### config.mk
export PLATFORM = sky130hd
export DESIGN_NAME = amw_write_ctrl
export DESIGN_NICKNAME = d
export VERILOG_FILES = /design/src/include/amw_pkg.sv /design/src/hdl/amw_buf2.sv /design/src/hdl/amw_decode.sv /design/src/hdl/amw_write_ctrl.sv
export SDC_FILE = /design/constraint.sdc
export NUM_CORES = 1
export LEC_CHECK = 0
export ABC_AREA = 1
export BUFFER_PORTS_ARGS = -buffer_cell sky130_fd_sc_hd__buf_2
export CORE_ASPECT_RATIO = 0.8
export CORE_MARGIN = 2
export CORE_UTILIZATION = 41
export DETAILED_ROUTE_END_ITERATION = 10
export PLACE_DENSITY_LB_ADDON = 0.25
export SETUP_SLACK_MARGIN = 0.2
export SYNTH_ARGS = -nofsm -noshare
export SYNTH_HDL_FRONTEND = slang
export SYNTH_SLANG_ARGS = --single-unit
### constraint.sdc
create_clock -name clk -period 8.4 [get_ports clk]
set_input_delay 0.84 -clock clk [delete_from_list [all_inputs] [get_ports clk]]
set_output_delay 0.84 -clock clk [all_outputs]
set_load 0.02 [all_outputs]
### src/include/amw_pkg.sv
// Purpose: shared constants and types for the multiple-sector write block
// Assumes: 16-bit data words, 256 words per sector or log page
// Notes: opcodes, field positions and bit positions of the answer fields
package amw_pkg;
   // opcodes handled by this block
   localparam logic [7:0] OP_LOG_PIO = 8'h3F;
   localparam logic [7:0] OP_LOG_DMA = 8'h57;
   localparam logic [7:0] OP_MULT28 = 8'hC5;
   localparam logic [7:0] OP_MULT48 = 8'h39;
   localparam logic [7:0] OP_MULT_FUA = 8'hCE;
   // words per sector, minus one, for the word counter
   localparam logic [7:0] SECTOR_LAST_WORD = 8'hFF;
   // log command field positions inside the lba
   localparam int LOG_ADDR_LO = 0;
   localparam int PAGE_LO_LO = 8;
   localparam int PAGE_HI_LO = 32;
   localparam int RSVD_A_LO = 16;
   localparam int RSVD_A_HI = 31;
   localparam int RSVD_B_LO = 40;
   localparam int RSVD_B_HI = 47;
   // error field bits
   localparam int ERR_ICRC = 7;
   localparam int ERR_IDNF = 4;
   localparam int ERR_ABRT = 2;
   // status field bits
   localparam int STS_DF = 5;
   localparam int STS_SENSE = 1;
   localparam int STS_ERR = 0;
   localparam logic [7:0] ERR_RESET = 8'h00;
   localparam logic [7:0] STS_RESET = 8'h00;
   typedef enum logic [2:0] {
      AMW_IDLE = 3'b000,
      AMW_CHECK = 3'b001,
      AMW_XFER = 3'b010,
      AMW_DRAIN = 3'b011,
      AMW_COMMIT = 3'b100,
      AMW_DONE = 3'b101
   } amw_state_t;
endpackage

### src/hdl/amw_buf2.sv
// Purpose: two-entry buffer between the data port and the media side
// Assumes: both sides on clk
// Notes: full after two words held, so a media stall reaches the host
`timescale 1ns/1ps
module amw_buf2 #(
   parameter int WIDTH = 16
) (
   input wire logic clk,
   input wire logic rst,
   input wire logic in_valid,
   input wire logic [WIDTH-1:0] in_data,
   output logic in_ready,
   output logic out_valid,
   output logic [WIDTH-1:0] out_data,
   input wire logic out_ready
);
   logic [WIDTH-1:0] mem [2];
   logic wr_ptr, rd_ptr, next_wr_ptr, next_rd_ptr;
   logic [1:0] count, next_count;
   logic push, pop;

   // handshakes straight from occupancy
   assign in_ready = (count != 2'h2);
   assign out_valid = (count != 2'h0);
   assign out_data = mem[rd_ptr];
   assign push = in_valid & in_ready;
   assign pop = out_valid & out_ready;

   // pointer and occupancy update
   always_comb begin
      next_wr_ptr = push ? ~wr_ptr : wr_ptr;
      next_rd_ptr = pop ? ~rd_ptr : rd_ptr;
      next_count = count;
      if (push & ~pop) begin
         next_count = count + 2'h1;
      end else if (pop & ~push) begin
         next_count = count - 2'h1;
      end
   end

   always_ff @(posedge clk or posedge rst) begin
      if (rst) begin
         wr_ptr <= 1'b0;
         rd_ptr <= 1'b0;
         count <= 2'h0;
         mem[0] <= '0;
         mem[1] <= '0;
      end else begin
         wr_ptr <= next_wr_ptr;
         rd_ptr <= next_rd_ptr;
         count <= next_count;
         if (push) begin
            mem[wr_ptr] <= in_data;
         end
      end
   end
endmodule

### src/hdl/amw_decode.sv
// Purpose: opcode recognition and count expansion
// Assumes: fields held stable by the caller
// Notes: purely combinational
`timescale 1ns/1ps
module amw_decode (
   input wire logic [7:0] opcode,
   input wire logic [15:0] count,
   output logic known,
   output logic is_log,
   output logic is_dma,
   output logic is_multi,
   output logic is_fua,
   output logic [16:0] count_exp
);
   // classify the opcode and widen the count
   always_comb begin
      known = 1'b1;
      is_log = 1'b0;
      is_dma = 1'b0;
      is_multi = 1'b0;
      is_fua = 1'b0;
      count_exp = {1'b0, count};
      case (opcode)
         amw_pkg::OP_LOG_PIO: is_log = 1'b1;
         amw_pkg::OP_LOG_DMA: begin
            is_log = 1'b1;
            is_dma = 1'b1;
         end
         amw_pkg::OP_MULT28: begin
            is_multi = 1'b1;
            // zero means 256 sectors
            count_exp = (count[7:0] == 8'h00) ? 17'h00100
               : {9'h000, count[7:0]};
         end
         amw_pkg::OP_MULT48, amw_pkg::OP_MULT_FUA: begin
            is_multi = 1'b1;
            is_fua = (opcode == amw_pkg::OP_MULT_FUA);
            // zero means 65536 sectors
            count_exp = (count == 16'h0000) ? 17'h10000
               : {1'b0, count};
         end
         default: known = 1'b0;
      endcase
   end
endmodule

### src/hdl/amw_write_ctrl.sv
// Purpose: decode and run the log and multiple-sector write commands
// Assumes: all inputs come from logic on clk; one command at a time
// Notes: error and status fields are held until the next command
`timescale 1ns/1ps
module amw_write_ctrl (
   input wire logic clk,
   input wire logic rst,
   input wire logic cmd_valid,
   input wire logic [7:0] cmd_opcode,
   input wire logic [15:0] cmd_feature,
   input wire logic [15:0] cmd_count,
   input wire logic [47:0] cmd_lba,
   input wire logic [7:0] multiple_size,
   input wire logic write_cache_en,
   output logic [7:0] log_sel,
   input wire logic [15:0] log_size,
   input wire logic log_supported,
   input wire logic log_read_only,
   input wire logic log_avail,
   input wire logic data_valid,
   input wire logic [15:0] data_in,
   output logic data_ready,
   output logic media_valid,
   output logic [15:0] media_data,
   input wire logic media_ready,
   input wire logic media_err,
   input wire logic [47:0] media_err_lba,
   input wire logic crc_err,
   input wire logic device_fault,
   input wire logic sense_avail,
   output logic commit_req,
   input wire logic commit_done,
   output logic busy,
   output logic data_req,
   output logic irq,
   output logic [7:0] command_error_flags,
   output logic [7:0] command_completion_status,
   output logic [47:0] lba_out
);
   amw_pkg::amw_state_t state, next_state;
   logic [7:0] opcode, next_opcode;
   logic [15:0] feature, next_feature;
   logic [15:0] count, next_count;
   logic [47:0] lba, next_lba;
   logic [16:0] sectors_left, next_sectors_left;
   logic [7:0] word_idx, next_word_idx;
   logic [7:0] blk_size, next_blk_size;
   logic [7:0] blk_left, next_blk_left;
   logic [7:0] err, next_err;
   logic dfault, next_dfault;
   logic sense, next_sense;
   logic lba_held, next_lba_held;
   logic [47:0] next_lba_out;
   logic [7:0] next_error_flags, next_status;
   logic next_irq;
   logic known, is_log, is_dma, is_multi, is_fua;
   logic [16:0] count_exp;
   logic [15:0] page_num;
   logic [16:0] page_end;
   logic log_bad, abort;
   logic buf_in_ready, take;
   logic err_any;

   amw_decode u_decode (
      .opcode(opcode),
      .count(count),
      .known(known),
      .is_log(is_log),
      .is_dma(is_dma),
      .is_multi(is_multi),
      .is_fua(is_fua),
      .count_exp(count_exp)
   );

   // stalls on the media side back up into data_ready
   amw_buf2 #(
      .WIDTH(16)
   ) u_buf (
      .clk(clk),
      .rst(rst),
      .in_valid(take),
      .in_data(data_in),
      .in_ready(buf_in_ready),
      .out_valid(media_valid),
      .out_data(media_data),
      .out_ready(media_ready)
   );

   // log field extraction; page number split across two lba bytes
   assign log_sel = lba[amw_pkg::LOG_ADDR_LO +: 8];
   assign page_num = {lba[amw_pkg::PAGE_HI_LO +: 8],
      lba[amw_pkg::PAGE_LO_LO +: 8]};
   assign page_end = {1'b0, page_num} + {1'b0, count};

   // log checks are shared by both log opcodes
   assign log_bad = (count == 16'h0000)
      | ({1'b0, count} > {1'b0, log_size})
      | (page_end > {1'b0, log_size})
      | log_read_only
      | ~log_supported
      | (feature != 16'h0000)
      | (lba[amw_pkg::RSVD_A_HI:amw_pkg::RSVD_A_LO] != 16'h0000)
      | (lba[amw_pkg::RSVD_B_HI:amw_pkg::RSVD_B_LO] != 8'h00);
   // set multiple of zero means no block size, so refuse
   assign abort = ~known | (is_log & log_bad)
      | (is_multi & (multiple_size == 8'h00));

   // host may only push words while transferring and error free
   assign err_any = (err != 8'h00) | dfault;
   assign data_ready = (state == amw_pkg::AMW_XFER) & buf_in_ready
      & ~err_any;
   assign take = data_valid & data_ready;
   assign data_req = (state == amw_pkg::AMW_XFER);
   assign busy = (state != amw_pkg::AMW_IDLE);
   assign commit_req = (state == amw_pkg::AMW_COMMIT);

   // command sequencing, counters and error capture
   always_comb begin
      next_state = state;
      next_opcode = opcode;
      next_feature = feature;
      next_count = count;
      next_lba = lba;
      next_sectors_left = sectors_left;
      next_word_idx = word_idx;
      next_blk_size = blk_size;
      next_blk_left = blk_left;
      next_err = err;
      next_dfault = dfault;
      next_sense = sense;
      next_lba_held = lba_held;
      next_lba_out = lba_out;
      next_error_flags = command_error_flags;
      next_status = command_completion_status;
      next_irq = 1'b0;
      case (state)
         amw_pkg::AMW_IDLE: begin
            if (cmd_valid) begin
               next_opcode = cmd_opcode;
               next_feature = cmd_feature;
               next_count = cmd_count;
               next_lba = cmd_lba;
               next_err = 8'h00;
               next_dfault = 1'b0;
               next_sense = 1'b0;
               next_lba_held = 1'b0;
               next_state = amw_pkg::AMW_CHECK;
            end
         end
         amw_pkg::AMW_CHECK: begin
            next_word_idx = 8'h00;
            next_sectors_left = count_exp;
            if (abort) begin
               next_err[amw_pkg::ERR_ABRT] = 1'b1;
               next_state = amw_pkg::AMW_DONE;
            end else if (is_log & ~log_avail) begin
               next_err[amw_pkg::ERR_IDNF] = 1'b1;
               next_state = amw_pkg::AMW_DONE;
            end else begin
               // pio log: a block per page; dma log: none until the end
               if (is_multi) begin
                  next_blk_size = multiple_size;
               end else begin
                  next_blk_size = is_dma ? 8'h00 : 8'h01;
               end
               next_blk_left = next_blk_size;
               next_state = amw_pkg::AMW_XFER;
            end
         end
         amw_pkg::AMW_XFER: begin
            if (take) begin
               next_word_idx = word_idx + 8'h01;
               if (word_idx == amw_pkg::SECTOR_LAST_WORD) begin
                  next_sectors_left = sectors_left - 17'h00001;
                  next_blk_left = blk_left - 8'h01;
                  if (sectors_left == 17'h00001) begin
                     // last block, full or short, ends in DONE's pulse
                     next_state = amw_pkg::AMW_DRAIN;
                  end else if (blk_left == 8'h01 && blk_size != 8'h00) begin
                     next_irq = 1'b1;
                     next_blk_left = blk_size;
                  end
               end
            end
            if (err_any) begin
               next_state = amw_pkg::AMW_DRAIN;
            end
         end
         amw_pkg::AMW_DRAIN: begin
            // wait for buffered words to reach the media first
            if (~media_valid) begin
               if (~err_any & (is_fua | ~write_cache_en)) begin
                  next_state = amw_pkg::AMW_COMMIT;
               end else begin
                  next_state = amw_pkg::AMW_DONE;
               end
            end
         end
         amw_pkg::AMW_COMMIT: begin
            if (commit_done | err_any) begin
               next_state = amw_pkg::AMW_DONE;
            end
         end
         amw_pkg::AMW_DONE: begin
            next_irq = 1'b1;
            next_error_flags = err;
            next_status = amw_pkg::STS_RESET;
            next_status[amw_pkg::STS_DF] = dfault;
            next_status[amw_pkg::STS_SENSE] = err_any & sense;
            next_status[amw_pkg::STS_ERR] = err_any;
            if (lba_held) begin
               next_lba_out = lba;
            end
            next_state = amw_pkg::AMW_IDLE;
         end
         default: next_state = amw_pkg::AMW_IDLE;
      endcase
      // events from the link and media while busy, except in DONE; not taken in IDLE, so a new command's clears always apply
      if (state != amw_pkg::AMW_IDLE && state != amw_pkg::AMW_DONE) begin
         if (crc_err) begin
            next_err[amw_pkg::ERR_ICRC] = 1'b1;
         end
         if (media_err) begin
            next_err[amw_pkg::ERR_ABRT] = 1'b1;
            if (~lba_held) begin
               // only the first failing sector is kept
               next_lba = media_err_lba;
               next_lba_held = 1'b1;
            end
         end
         if (device_fault) begin
            next_dfault = 1'b1;
         end
         if (sense_avail) begin
            next_sense = 1'b1;
         end
      end
   end

   always_ff @(posedge clk or posedge rst) begin
      if (rst) begin
         state <= amw_pkg::AMW_IDLE;
         opcode <= 8'h00;
         feature <= 16'h0000;
         count <= 16'h0000;
         lba <= 48'h000000000000;
         sectors_left <= 17'h00000;
         word_idx <= 8'h00;
         blk_size <= 8'h00;
         blk_left <= 8'h00;
         err <= 8'h00;
         dfault <= 1'b0;
         sense <= 1'b0;
         lba_held <= 1'b0;
         lba_out <= 48'h000000000000;
         command_error_flags <= amw_pkg::ERR_RESET;
         command_completion_status <= amw_pkg::STS_RESET;
         irq <= 1'b0;
      end else begin
         state <= next_state;
         opcode <= next_opcode;
         feature <= next_feature;
         count <= next_count;
         lba <= next_lba;
         sectors_left <= next_sectors_left;
         word_idx <= next_word_idx;
         blk_size <= next_blk_size;
         blk_left <= next_blk_left;
         err <= next_err;
         dfault <= next_dfault;
         sense <= next_sense;
         lba_held <= next_lba_held;
         lba_out <= next_lba_out;
         command_error_flags <= next_error_flags;
         command_completion_status <= next_status;
         irq <= next_irq;
      end
   end
endmodule

# Yosys cells after proc, flatten, opt, wreduce, memory -nomap -nowiden
# Index checks and enable logic that the tools add are counted.
dict set report totals {
  input_bits 190
  out_inout_bits 94
  ff_bits 229
  word_cells 201
}
dict set report op_classes {
  order_cmp 5
  bitwise_logic 37
  reduce_logical 29
  mux 75
  eq_ne 26
  n_addsub 6
}
# cell count
set ops {}
lappend ops {{2-to-1 mux 48 bit} 5}
lappend ops {{2-to-1 mux 8 bit} 9}
lappend ops {{case mux 17 bit (2 select lines)} 2}
lappend ops {{2-to-1 mux 16 bit} 4}
lappend ops {{2-to-1 mux 17 bit} 3}
lappend ops {{bitwise mux 32 bit} 1}
lappend ops {{case mux 8 bit (2 select lines)} 2}
lappend ops {{nonzero test 16 bit} 2}
lappend ops {{2-to-1 mux 1 bit} 31}
lappend ops {{2-to-1 mux 3 bit} 10}
lappend ops {{== test 8 bit (second input constant)} 3}
lappend ops {{nonzero test 8 bit} 3}
lappend ops {{adder 16 x 16 -> 17 bit} 1}
lappend ops {{== test 17 x 1 -> 1 bit (second input constant)} 1}
lappend ops {{> comparator 17 x 16 -> 1 bit} 1}
lappend ops {{subtractor 17 x 1 -> 17 bit (second input constant)} 1}
lappend ops {{demux 16 bit (select 1 bit)} 1}
lappend ops {{== test 8 x 6 -> 1 bit (second input constant)} 2}
lappend ops {{> comparator 16 bit} 1}
lappend ops {{zero test 16 bit} 1}
lappend ops {{zero test 8 bit} 2}
lappend ops {{case mux 3 bit (5 select lines)} 1}
lappend ops {{AND 1 bit} 12}
lappend ops {{inequality test 2 bit (second input constant)} 6}
lappend ops {{other kinds (32)} 73}

# Logic depth before layout (Yosys ltp)
# Gate-level depths: netlist of run 1.
dict set report depth {
  ltp_word 15
  mapped_depth 31
  ltp_nobuf 30
}

# Hierarchy
# From an unflattened synthesis of run 1, not the netlist that was laid out.
dict set report hier_totals {
  hier_cells 1595
  area_unflattened_um2 12761.0
}
# mod area_per_inst_um2 seq_area_each_um2 cells_per_inst n_inst
set modules_own_cells {}
lappend modules_own_cells {amw_write_ctrl 10592.7 4829.6 1292 1}
lappend modules_own_cells {amw_buf2 1783.0 900.9 222 1}
lappend modules_own_cells {amw_decode 385.4 0.0 81 1}

# Worst setup path before layout of run 1
# No wires, ideal clock.
dict set report synth_timing {
  kind {reg2reg}
  from {register count[2]}
  to {register blk_left[3]}
  setup_time_ns 0.117
  path_buffers 1
  path_stages_with_launch 31
  path_slack_ns 5.031
  synth_period_minus_slack_ns 3.369
  t_required_ns 8.283
  arrival_time_ns 3.252
  path_cell_list {dfrtp_1 > ha_1 > nand2_1 > nor2_1 > a211oi_1 > o21bai_1 > a21o_1 > nand3_1 > nand2_1 > nand2_1 > nand2_1 > nand2_1 > nand2_1 > xor2_1 > ha_1 > inv_1 > nor3_1 > nand2_1 > nand2_1 > nand2_1 > nand2_1 > nand2_1 > nand2_1 > nand2_1 > nand2_1 > nand2_2 > nand3_2 > nand2_2 > buf_6 > nand3_1 > nand2_1}
}
dict set report synth_between {
  elab_chain_cells 13
  elab_cells_between_ends 16
  cone_classes {add/sub: 1; order compare: 2; eq/ne: 1; bitwise: 10; reduce/logical: 2}
}
# element line_no
set synth_lines {}
lappend synth_lines {{from (decl)} amw_write_ctrl.sv:43} ;# logic [15:0] count, next_count;
lappend synth_lines {{from (signal assigned)} amw_write_ctrl.sv:263} ;# count <= next_count;
lappend synth_lines {{adder 16 x 16 -> 17 bit (tied with other cells)} amw_write_ctrl.sv:93} ;# assign page_end = {1'b0, page_num} + {1'b0, count};
lappend synth_lines {{> comparator 17 x 16 -> 1 bit or OR 1 bit (tied branches)} {amw_write_ctrl.sv:98, amw_write_ctrl.sv:97}}
lappend synth_lines {{OR 1 bit *} amw_write_ctrl.sv:98} ;# | (page_end > {1'b0, log_size})
lappend synth_lines {{OR 1 bit *} amw_write_ctrl.sv:99} ;# | log_read_only
lappend synth_lines {{OR 1 bit *} amw_write_ctrl.sv:100} ;# | ~log_supported
lappend synth_lines {{OR 1 bit *} amw_write_ctrl.sv:101} ;# | (feature != 16'h0000)
lappend synth_lines {{OR 1 bit *} amw_write_ctrl.sv:102} ;# | (lba[amw_pkg::RSVD_A_HI:amw_pkg::RSVD_A_LO] != 16'h0000)
lappend synth_lines {{OR 1 bit *} amw_write_ctrl.sv:103} ;# | (lba[amw_pkg::RSVD_B_HI:amw_pkg::RSVD_B_LO] != 8'h00);
lappend synth_lines {{AND 1 bit *} amw_write_ctrl.sv:105} ;# assign abort = ~known | (is_log & log_bad)
lappend synth_lines {{OR 1 bit *} amw_write_ctrl.sv:105}
lappend synth_lines {{OR 1 bit *} amw_write_ctrl.sv:106} ;# | (is_multi & (multiple_size == 8'h00));
lappend synth_lines {{inequality test 2 bit (no source line) *} -}
lappend synth_lines {{AND reduction 5 bit (no source line) *} -}
lappend synth_lines {{to (signal assigned)} amw_write_ctrl.sv:268} ;# blk_left <= next_blk_left;
lappend synth_lines {{to (decl)} amw_write_ctrl.sv:48} ;# logic [7:0] blk_left, next_blk_left;
# Mark *: on every way between the ends. The rest lies on a longest branch, timed or not.
# A chain may end at the register's enable or synchronous reset.

# Worst setup path in the final report of run 1
dict set report layout_timing {
  from {register count[2]}
  to {register blk_left[6]}
}
# The elaborated chain is that of the path after synthesis.

==> impl_metrics.json, run 1 <==
{
  "status": "finished clean",
  "viasPerCell": 5.067,
  "ys_seq_area_share_pct": 46.69,
  "hold_violations": 0,
  "syn_area_sq_um": 12270,
  "fin_crit_ns": 3.992,
  "n_fill_cell": 2806,
  "rows": 56,
  "hold_path.class": "input port to asynchronous set/reset pin",
  "synthCells": 1489,
  "synth_edf_count": 0,
  "post_drt_wl_per_cell_um": 15.94,
  "vdd_drop_max_mv": 0.2221,
  "synth_common_cells": "nand2_1 (406), dfrtp_1 (229), nor2_1 (145)",
  "finalNetCount": 1975,
  "vias": 10777,
  "timing.critical_path.buf_inv": 1,
  "synthXorXnorAreaFrac_pct": 2.141,
  "r2r-end": "blk_left[6]$_DFFE_PP0P_",
  "port_buffers": 273,
  "timing.fmax_ghz": 0.2505,
  "cpPeakStageDelay_ns": 0.44,
  "drive_gt1_share_pct": 22.60,
  "setup_viol": 0,
  "synth_top_family_by_area": "simple AND/OR/NAND/NOR gates",
  "ant_nets": 0,
  "gr-total-overflow": 0,
  "reg2reg_depth": 30,
  "clk_latency_ns": 0.53,
  "synth_most_common_cell": "nand2_1",
  "path_clk_slew_ns": 0.07,
  "synthMuxAreaShare_pct": 3.670,
  "holdWs_ns": 0.4669,
  "cts_inserted_buffers": 25,
  "initial_core_util_pct": 41.81,
  "synth-compound-area-share_pct": 11.59,
  "fin_setup_tns_ns": 0,
  "io_pins": 284,
  "antenna_found_initial": 6,
  "die_w_um": 197.4,
  "synth_top_area_share_pct": 46.69,
  "grt_pass1_vias": 10505,
  "relSlewSlack_pct": 28.67,
  "crit_end": "blk_left[6]$_DFFE_PP0P_",
  "drc": 0,
  "cp.arrival_ns": 4.45,
  "fp.dieArea_sq_um": 31350,
  "rsz0062_at_grt": "no",
  "syn-mean-instance-area_sq_um": 8.243,
  "drtIter0Drc": 652,
  "core_area_sq_um": 29360,
  "power_density_nw_per_um2": 385.4,
  "cp_data_required_time_ns": 8.86,
  "async_flop_share_pct": 100.0,
  "yosys.area_share.simple_pct": 22.48,
  "numClockSinks": 229,
  "area_growth_pct": 19.82,
  "r2r_slack_ns": 4.41,
  "track_usage_pct": 21.55,
  "root_buffer": "clkbuf_16",
  "cp.depth": 30,
  "crit_type": "flip-flop to flip-flop",
  "cp-startpoint": "count[2]$_DFFE_PP0P_",
  "synth_fa_ha_area_share_pct": 5.668,
  "grt_max_degree": 108,
  "clock_path_buffers": 3,
  "fin_skew_ns": 0.01999,
  "drt_wl_total_um": 33890,
  "synthFlopType": "dfrtp_1",
  "drtPass1Iterations": 5,
  "synth_top_area_cell": "dfrtp_1",
  "die_y_um": 158.8,
  "tritoncts": "done",
  "worst_slew_pin_slew_ns": 1.069,
  "cts_resized": 0,
  "ctsHoldBuffers": 0,
  "leakage_nw": 7.605,
  "maxCapViolations": 0,
  "post_cts_buffers": 0,
  "crit_fanout": 11,
  "yosys_warnings": 0,
  "ys_ff_latch": 229,
  "hpwl_um": 24680,
  "grt_pass1_wl_um": 54620,
  "globalplace.congestion": 0.8559,
  "htreeDepth": 1,
  "synth_cell_types": 50,
  "slew_violations": 0,
  "ys_top_cells_by_area": "dfrtp_1 (47%), nand2_1 (12%), ha_1 (5.5%), o21ai_0 (5.3%), nor2_1 (4.4%)",
  "r2r-start": "count[2]$_DFFE_PP0P_",
  "cpLargestDelayFamily": "simple AND/OR/NAND/NOR gates",
  "cp_slowest_cell": "dfrtp_1",
  "path_common_cell": "nand2_1",
  "fin_crit_sh_pct": 47.52,
  "startpoint_type": "flip-flop",
  "critPathCaptureType": "flip-flop"
}
[report_power, final]
group / switching, W / internal [W] / total (W)
clock network: 0.000464 / 0.000707 / 0.00117
registers: 0.000338 / 0.00152 / 0.00186
logic: 0.00167 / 0.000972 / 0.00264
total: 0.00247 / 0.00320 / 0.00567
[state kept, by name (all words and copies together) (netlist names), 8 cells and up]
signal        cells
blk_left          8
blk_size          8
count            16
feature          16
lba              48
lba_out          48
opcode            8
sectors_left     17
u_buf.mem        32
word_idx          8
[per-layer routing]
layer,vias up,wire [um],GRT usage (%)
li1,5339,-,-
met1,5038,15660,30.02
met2,335,14930,34.06
met3,57,2513,4.970
met4,8,744,5.058
met5,-,46,0
[worst min path at each step]
stage | from | to | slack [ns] | cells after the start
finish | rst | lba[40]$_DFF_PP0_ | 0.47 | 2
CTS | u_buf.count[0]$_DFFE_PP0P_ | u_buf.count[0]$_DFFE_PP0P_ | 0.47 | 1
global placement | feature[0]$_DFFE_PP0P_ | feature[0]$_DFFE_PP0P_ | 0.45 | 2
global route | u_buf.count[0]$_DFFE_PP0P_ | u_buf.count[0]$_DFFE_PP0P_ | 0.48 | 1
detailed placement | feature[15]$_DFFE_PP0P_ | feature[15]$_DFFE_PP0P_ | 0.46 | 2
floorplan | u_buf.count[0]$_DFFE_PP0P_ | u_buf.count[0]$_DFFE_PP0P_ | 0.44 | 1
[through the flow]
stage               power [W]  setup WS [ns]  std cells  area (sq um)  util [%]
CTS                  0.005708          4.438       2125         14700     50.08
global placement     0.004440          4.569       2080         13820     47.09
global route         0.006168          3.936       2126         14700     50.09
floorplan            0.003787          1.284       1498         12310         -
finish               0.005668          4.408       2127         14710     50.09
detailed placement   0.004510          4.465       2080         13820     47.09
[cells by family (layout without fill, tap and decap cells)]
kind of cell | after synthesis | after routing
flip-flops | 229 | 229
XOR/XNOR | 30 | 30
multiplexers | 40 | 40
buffers and inverters | 222 | 472
AO/OA/AOI/OAI | 252 | 252
AND/OR/NAND/NOR | 660 | 660
other | 1 | 12
adder cells (fa/ha/maj) | 55 | 55
[cell type report]
cell class              instances  area (sq um)  share of cell area, %
clock buffers                  31         688.2                  4.679
flip-flops and latches        229          5731                  38.97
well taps                     377         471.7                  3.207
diodes                          2         5.005                0.03403
multi-input cells            1047          5640                  38.35
repair buffers                281          1426                  9.699
inverters                     146         555.5                  3.777
clock inverters                14         188.9                  1.285
[cell usage in the layout (no fill, tap or decap), types with 5 or more instances in the layout]
| cell | instances |
|---|---|
| conb_1 | 10 |
| nor3_1 | 18 |
| a31oi_1 | 55 |
| nand3_1 | 40 |
| nand2_1 | 405 |
| ha_1 | 54 |
| xor2_1 | 22 |
| xnor2_1 | 8 |
| clkinv_2 | 7 |
| nand2_2 | 6 |
| mux2_2 | 40 |
| nor4_1 | 7 |
| inv_1 | 140 |
| inv_2 | 5 |
| nand4_1 | 20 |
| o21ai_0 | 129 |
| buf_4 | 8 |
| buf_2 | 273 |
| dfrtp_1 | 229 |
| a21oi_1 | 43 |
| clkbuf_16 | 25 |
| nor2_1 | 143 |
No activity file was read; power rests on OpenSTA's default activity.
==> run 2: changes to the inputs <==
- clock period: 8.4 -> 3.9 ns (I/O delays scaled with it)
==> run 2 against run 1 <==
Against the previous run: global-route usage is 0.18 points higher; cell count is 0.71% higher; power is 120% higher; via count is 1.2% higher; critical endpoint is now blk_left[7]$_DFFE_PP0P_.
==> impl_metrics.json, run 2 (synthesis gave the netlist of run 1 again) <==
{
  "status": "finished clean",
  "tritoncts": "done",
  "cp_data_required_time_ns": 4.31,
  "ff_latch_area_sq_um": 5733,
  "drt_wl_total_um": 34170,
  "startpoint_type": "flip-flop",
  "critPathCaptureType": "flip-flop",
  "maxCapViolations": 0,
  "multiInputGateArea_sq_um": 5801,
  "crit_type": "flip-flop to flip-flop",
  "path_clk_slew_ns": 0.06,
  "hold_violations": 0,
  "vdd_drop_max_mv": 0.4387,
  "ant_nets": 0,
  "antenna_found_initial": 4,
  "cts_inserted_buffers": 25,
  "die_w_um": 197.4,
  "final_cell_mix": "nand2_1 (398), buf_2 (273), dfrtp_1 (227), nor2_1 (143), inv_1 (139)",
  "finalInstanceArea_sq_um": 15000,
  "fin_cells": 2142,
  "gr-total-overflow": 0,
  "path_common_cell": "nand2_1",
  "root_buffer": "clkbuf_16",
  "fin_crit_sh_pct": 88.80,
  "setup_viol": 0,
  "fin_crit_ns": 3.463,
  "viasPerCell": 5.091,
  "globalplace.congestion": 0.8585,
  "rows": 56,
  "cp_slowest_cell": "dfrtp_2",
  "drc": 0,
  "htreeDepth": 1,
  "holdWs_ns": 0.06506,
  "grt_max_degree": 106,
  "fin_setup_tns_ns": 0,
  "rsz0062_at_grt": "yes",
  "clock_path_buffers": 3,
  "finalNetCount": 1991,
  "drive_gt1_share_pct": 24.04,
  "relSlewSlack_pct": 34.29,
  "cpLargestDelayFamily": "simple AND/OR/NAND/NOR gates",
  "track_usage_pct": 21.73,
  "fp.dieArea_sq_um": 31350,
  "post_dp_cell_area_sq_um": 13930,
  "die_y_um": 158.8,
  "initial_core_util_pct": 41.81,
  "grt_pass1_wl_um": 55340,
  "fin_skew_ns": 0.008854,
  "power_density_nw_per_um2": 829.1,
  "place_ws_ns": 0.07515,
  "grt_pass1_vias": 10814,
  "clk_latency_ns": 0.53,
  "io_pins": 284,
  "drtPass1Iterations": 5,
  "hold_path.class": "input port to flip-flop",
  "cpPeakStageDelay_ns": 0.46,
  "post_drt_wl_per_cell_um": 15.95,
  "numClockSinks": 229,
  "cp.arrival_ns": 3.88,
  "setup_ws_ns": 0.4369,
  "worst_slew_pin_slew_ns": 0.9803,
  "largestRegisters": "lba x48, lba_out x48, u_buf.mem x32",
  "vias": 10904,
  "n_fill_cell": 2770,
  "core_area_sq_um": 29360,
  "timing.critical_path.buf_inv": 0,
  "place_inst": 2088,
  "area_growth_pct": 22.18,
  "hpwl_um": 24970,
  "drtIter0Drc": 640,
  "final_common_cell": "nand2_1",
  "port_buffers": 273,
  "leakage_nw": 7.675,
  "slew_violations": 0,
  "timing.fmax_ghz": 0.2888,
  "crit_fanout": 8
}
==> run 2: what timing repair did <==
item                       in CTS  in global routing
resized for setup               3                 26
pin swaps                       1                  8
hold buffers                    1                  0
buffers inserted                0                  4
hold endpoints to repair       18                  0
setup endpoints to repair       8                 21
cloned                          0                  3
==> run 2: worst register-to-register path, stage by stage, from the launching register on <==
cell,delay [ns]
dfrtp_2,0.46
ha_4,0.32
nand2_1,0.08
nor4_2,0.29
nor2_1,0.12
o21ai_2,0.21
nand3_1,0.09
nand2_1,0.08
xor2_1,0.15
ha_1,0.27
a21oi_2,0.14
nor3_2,0.04
nor3_1,0.12
nand2_1,0.07
nand2_1,0.06
nand2_1,0.04
nand2_1,0.05
nand2_1,0.04
nand2_1,0.06
nand2_2,0.09
nand2_4,0.11
nand3_4,0.11
nand2_8,0.13
nand2_8,0.08
nand2_1,0.08
nand2_1,0.05
==> run 2: report_power, final <==
part	total, W	internal (W)	switching, W
Sequential	0.00401	0.00327	0.000731
Clock	0.00246	0.00149	0.000970
Combinational	0.00597	0.00227	0.00370
Total	0.0124	0.00703	0.00540
==> run 2: cell type report <==
cell class / count / share of cell area (%)
flip-flops and latches: 229 / 38.23
inverters: 146 / 3.679
multi-input cells: 1050 / 38.68
repair buffers: 294 / 10.60
clock inverters: 7 / 0.7592
diodes: 1 / 0.01669
well taps: 377 / 3.145
clock buffers: 38 / 4.897
==> run 2: routing by layer <==
metal / GRT usage (%) / vias to the layer above / routed length [um]
li1: - / 5370 / -
met1: 29.71 / 5154 / 15590
met2: 34.75 / 320 / 15290
met3: 5.374 / 54 / 2492
met4: 4.956 / 6 / 759
met5: 0 / - / 34
==> run 2: path summary, 6_finish.rpt <==
kind / start / to / slack (ns) / depth (start not counted)
setup reg to reg: count[5]$_DFFE_PP0P_ / blk_left[7]$_DFFE_PP0P_ / 0.44 / 25
hold reg to reg: u_buf.count[0]$_DFFE_PP0P_ / u_buf.count[0]$_DFFE_PP0P_ / 0.47 / 1
hold / removal: cmd_feature[3] / feature[3]$_DFFE_PP0P_ / 0.07 / 3
setup / recovery: count[5]$_DFFE_PP0P_ / blk_left[7]$_DFFE_PP0P_ / 0.44 / 25
max in group asynchronous: rst / opcode[7]$_DFFE_PP0P_ / 2.54 / 4
min in group asynchronous: rst / feature[8]$_DFFE_PP0P_ / 0.46 / 3
==> run 2: through the flow <==
| stage | utilization (%) | power (W) |
|---|---|---|
| after floorplan | - | 0.008157 |
| after global placement | 47.45 | 0.009606 |
| after detailed placement | 47.45 | 0.009744 |
| after CTS | 50.43 | 0.01227 |
| after global routing | 51.08 | 0.01351 |
| final | 51.08 | 0.01243 |
==> run 3: changes to the inputs <==
- REMOVE_ABC_BUFFERS: default -> 1
==> run 3 against run 2 <==
Against the previous run: flip-flop and latch count did not move; worst hold slack gained 0.0093 ns; wire length fell by 1.2%; first-iteration DRC count decreased by 8.6%; global-route usage shrank 0.23 points; fmax shrank 0.84%; critical path depth is 4 higher; sequential share of layout area is 0.17 points higher; register-to-register slack worse by 0.03 ns; highest routed layer unchanged.
==> impl_metrics.json, run 3 (synthesis gave the netlist of run 1 again) <==
{
  "area_growth_pct": 21.60,
  "n_fill_cell": 2810,
  "status": "finished clean",
  "cp.arrival_ns": 3.90,
  "die_w_um": 197.4,
  "viasPerCell": 5.036,
  "core_area_sq_um": 29360,
  "rows": 56,
  "slew_violations": 0,
  "grt_pass1_wl_um": 54700,
  "die_y_um": 158.8,
  "gr-total-overflow": 0,
  "crit_fanout": 5,
  "timing.fmax_ghz": 0.2863,
  "startpoint_type": "flip-flop",
  "power_density_nw_per_um2": 831.4,
  "hpwl_um": 24870,
  "drt_wl_total_um": 33750,
  "setup_ws_ns": 0.4074,
  "worst_slew_pin_slew_ns": 1.015,
  "final_common_cell": "nand2_1",
  "htreeDepth": 1,
  "antenna_found_initial": 6,
  "post_drt_wl_per_cell_um": 15.79,
  "crit_type": "flip-flop to flip-flop",
  "maxCapViolations": 0,
  "path_common_cell": "nand2_1",
  "vdd_drop_max_mv": 0.3848,
  "cpPeakStageDelay_ns": 0.40,
  "largestRegisters": "lba x48, lba_out x48, u_buf.mem x32",
  "initial_core_util_pct": 41.81,
  "drtIter0Drc": 585,
  "port_buffers": 273,
  "fin_crit_ns": 3.493,
  "setup_viol": 0,
  "grt_max_degree": 131,
  "track_usage_pct": 21.50,
  "fp.dieArea_sq_um": 31350,
  "fin_crit_sh_pct": 89.55,
  "ant_nets": 0,
  "place_ws_ns": 0.07526,
  "fin_setup_tns_ns": 0,
  "vias": 10767,
  "relSlewSlack_pct": 32.36,
  "numClockSinks": 229,
  "drc": 0,
  "path_clk_slew_ns": 0.06,
  "root_buffer": "clkbuf_16",
  "io_pins": 284,
  "tritoncts": "done",
  "globalplace.congestion": 0.9172,
  "cts_inserted_buffers": 25,
  "ctsHoldBuffers": 0,
  "rsz0062_at_grt": "yes",
  "drive_gt1_share_pct": 23.98,
  "fin_skew_ns": 0.01083,
  "grt_pass1_vias": 10538,
  "drtPass1Iterations": 5,
  "finalNetCount": 1990,
  "critPathCaptureType": "flip-flop",
  "final_cell_mix": "nand2_1 (398), buf_2 (273), dfrtp_1 (229), nor2_1 (143), inv_1 (139)",
  "leakage_nw": 7.671,
  "clk_latency_ns": 0.51,
  "cp_data_required_time_ns": 4.31,
  "cp_slowest_cell": "dfrtp_1",
  "clock_path_buffers": 3,
  "hold_path.class": "input port to asynchronous set/reset pin",
  "hold_violations": 0
}
## run 3: final cells by class
type / instances / area, sq um / area share, %
well taps: 377 / 471.7 / 3.160
inverters: 146 / 555.5 / 3.722
flip-flops and latches: 229 / 5731 / 38.39
clock inverters: 9 / 123.9 / 0.8299
clock buffers: 33 / 685.7 / 4.594
diodes: 1 / 2.502 / 0.01677
repair buffers: 295 / 1569 / 10.51
multi-input cells: 1048 / 5787 / 38.77
## run 3: path summary, 6_finish.rpt
| kind | from | to | slack [ns] | cells past startpoint |
|---|---|---|---|---|
| worst max register to register | count[1]$_DFFE_PP0P_ | blk_left[1]$_DFFE_PP0P_ | 0.41 | 29 |
| max in group asynchronous | rst | lba_out[34]$_DFFE_PP0P_ | 2.97 | 3 |
| worst min register to register | u_buf.count[0]$_DFFE_PP0P_ | u_buf.count[0]$_DFFE_PP0P_ | 0.47 | 1 |
| min in group clk | cmd_feature[11] | feature[11]$_DFFE_PP0P_ | 0.07 | 3 |
| worst max-delay path | count[1]$_DFFE_PP0P_ | blk_left[1]$_DFFE_PP0P_ | 0.41 | 29 |
| worst min-delay path | rst | u_buf.mem[3]$_DFFE_PP0P_ | 0.07 | 2 |
## run 3: report_power, final
part	total (W)	internal, W	switching, W
clock network	0.00238	0.00143	0.000955
logic	0.00602	0.00231	0.00371
registers	0.00400	0.00327	0.000730
## run 3: through the flow
stage          cells  area (sq um)  hold slack [ns]  utilization (%)  power [W]
2_1_floorplan   1422         11910           0.4375                -   0.008020
3_3_place_gp    2090         13930           0.4532            47.46   0.009659
3_5_place_dp    2090         13930           0.4572            47.46   0.009773
4_1_cts         2132         14760          0.04684            50.28    0.01222
5_1_grt         2138         14930          0.05435            50.84    0.01350
6_report        2138         14930          0.07431            50.84    0.01241
## run 3: critical path: cells and delay by family, from the launching register on
family          cells  cell delay, ns
compound gates      3            0.50
xor+xnor            1            0.15
fa+ha+maj           2            0.58
buf+inv             1            0.05
flops               1            0.40
simple gates       22            1.71
## run 3: per-layer routing
metal	share of wire (%)	up-vias	routed length, um	global-route usage, %
met5	0.17	-	57	0
met3	7.1	53	2403	4.970
li1	-	5375	-	-
met2	45	300	15260	34.14
met1	46	5031	15370	29.97
met4	1.9	8	655	4.511
## run 3: what timing repair did
action	4_1_cts	5_1_grt
gates cloned	0	1
endpoints found under the hold margin	0	0
resized for setup	4	24
setup buffers	0	4
endpoints found under the setup margin	9	21
pin swaps	0	10
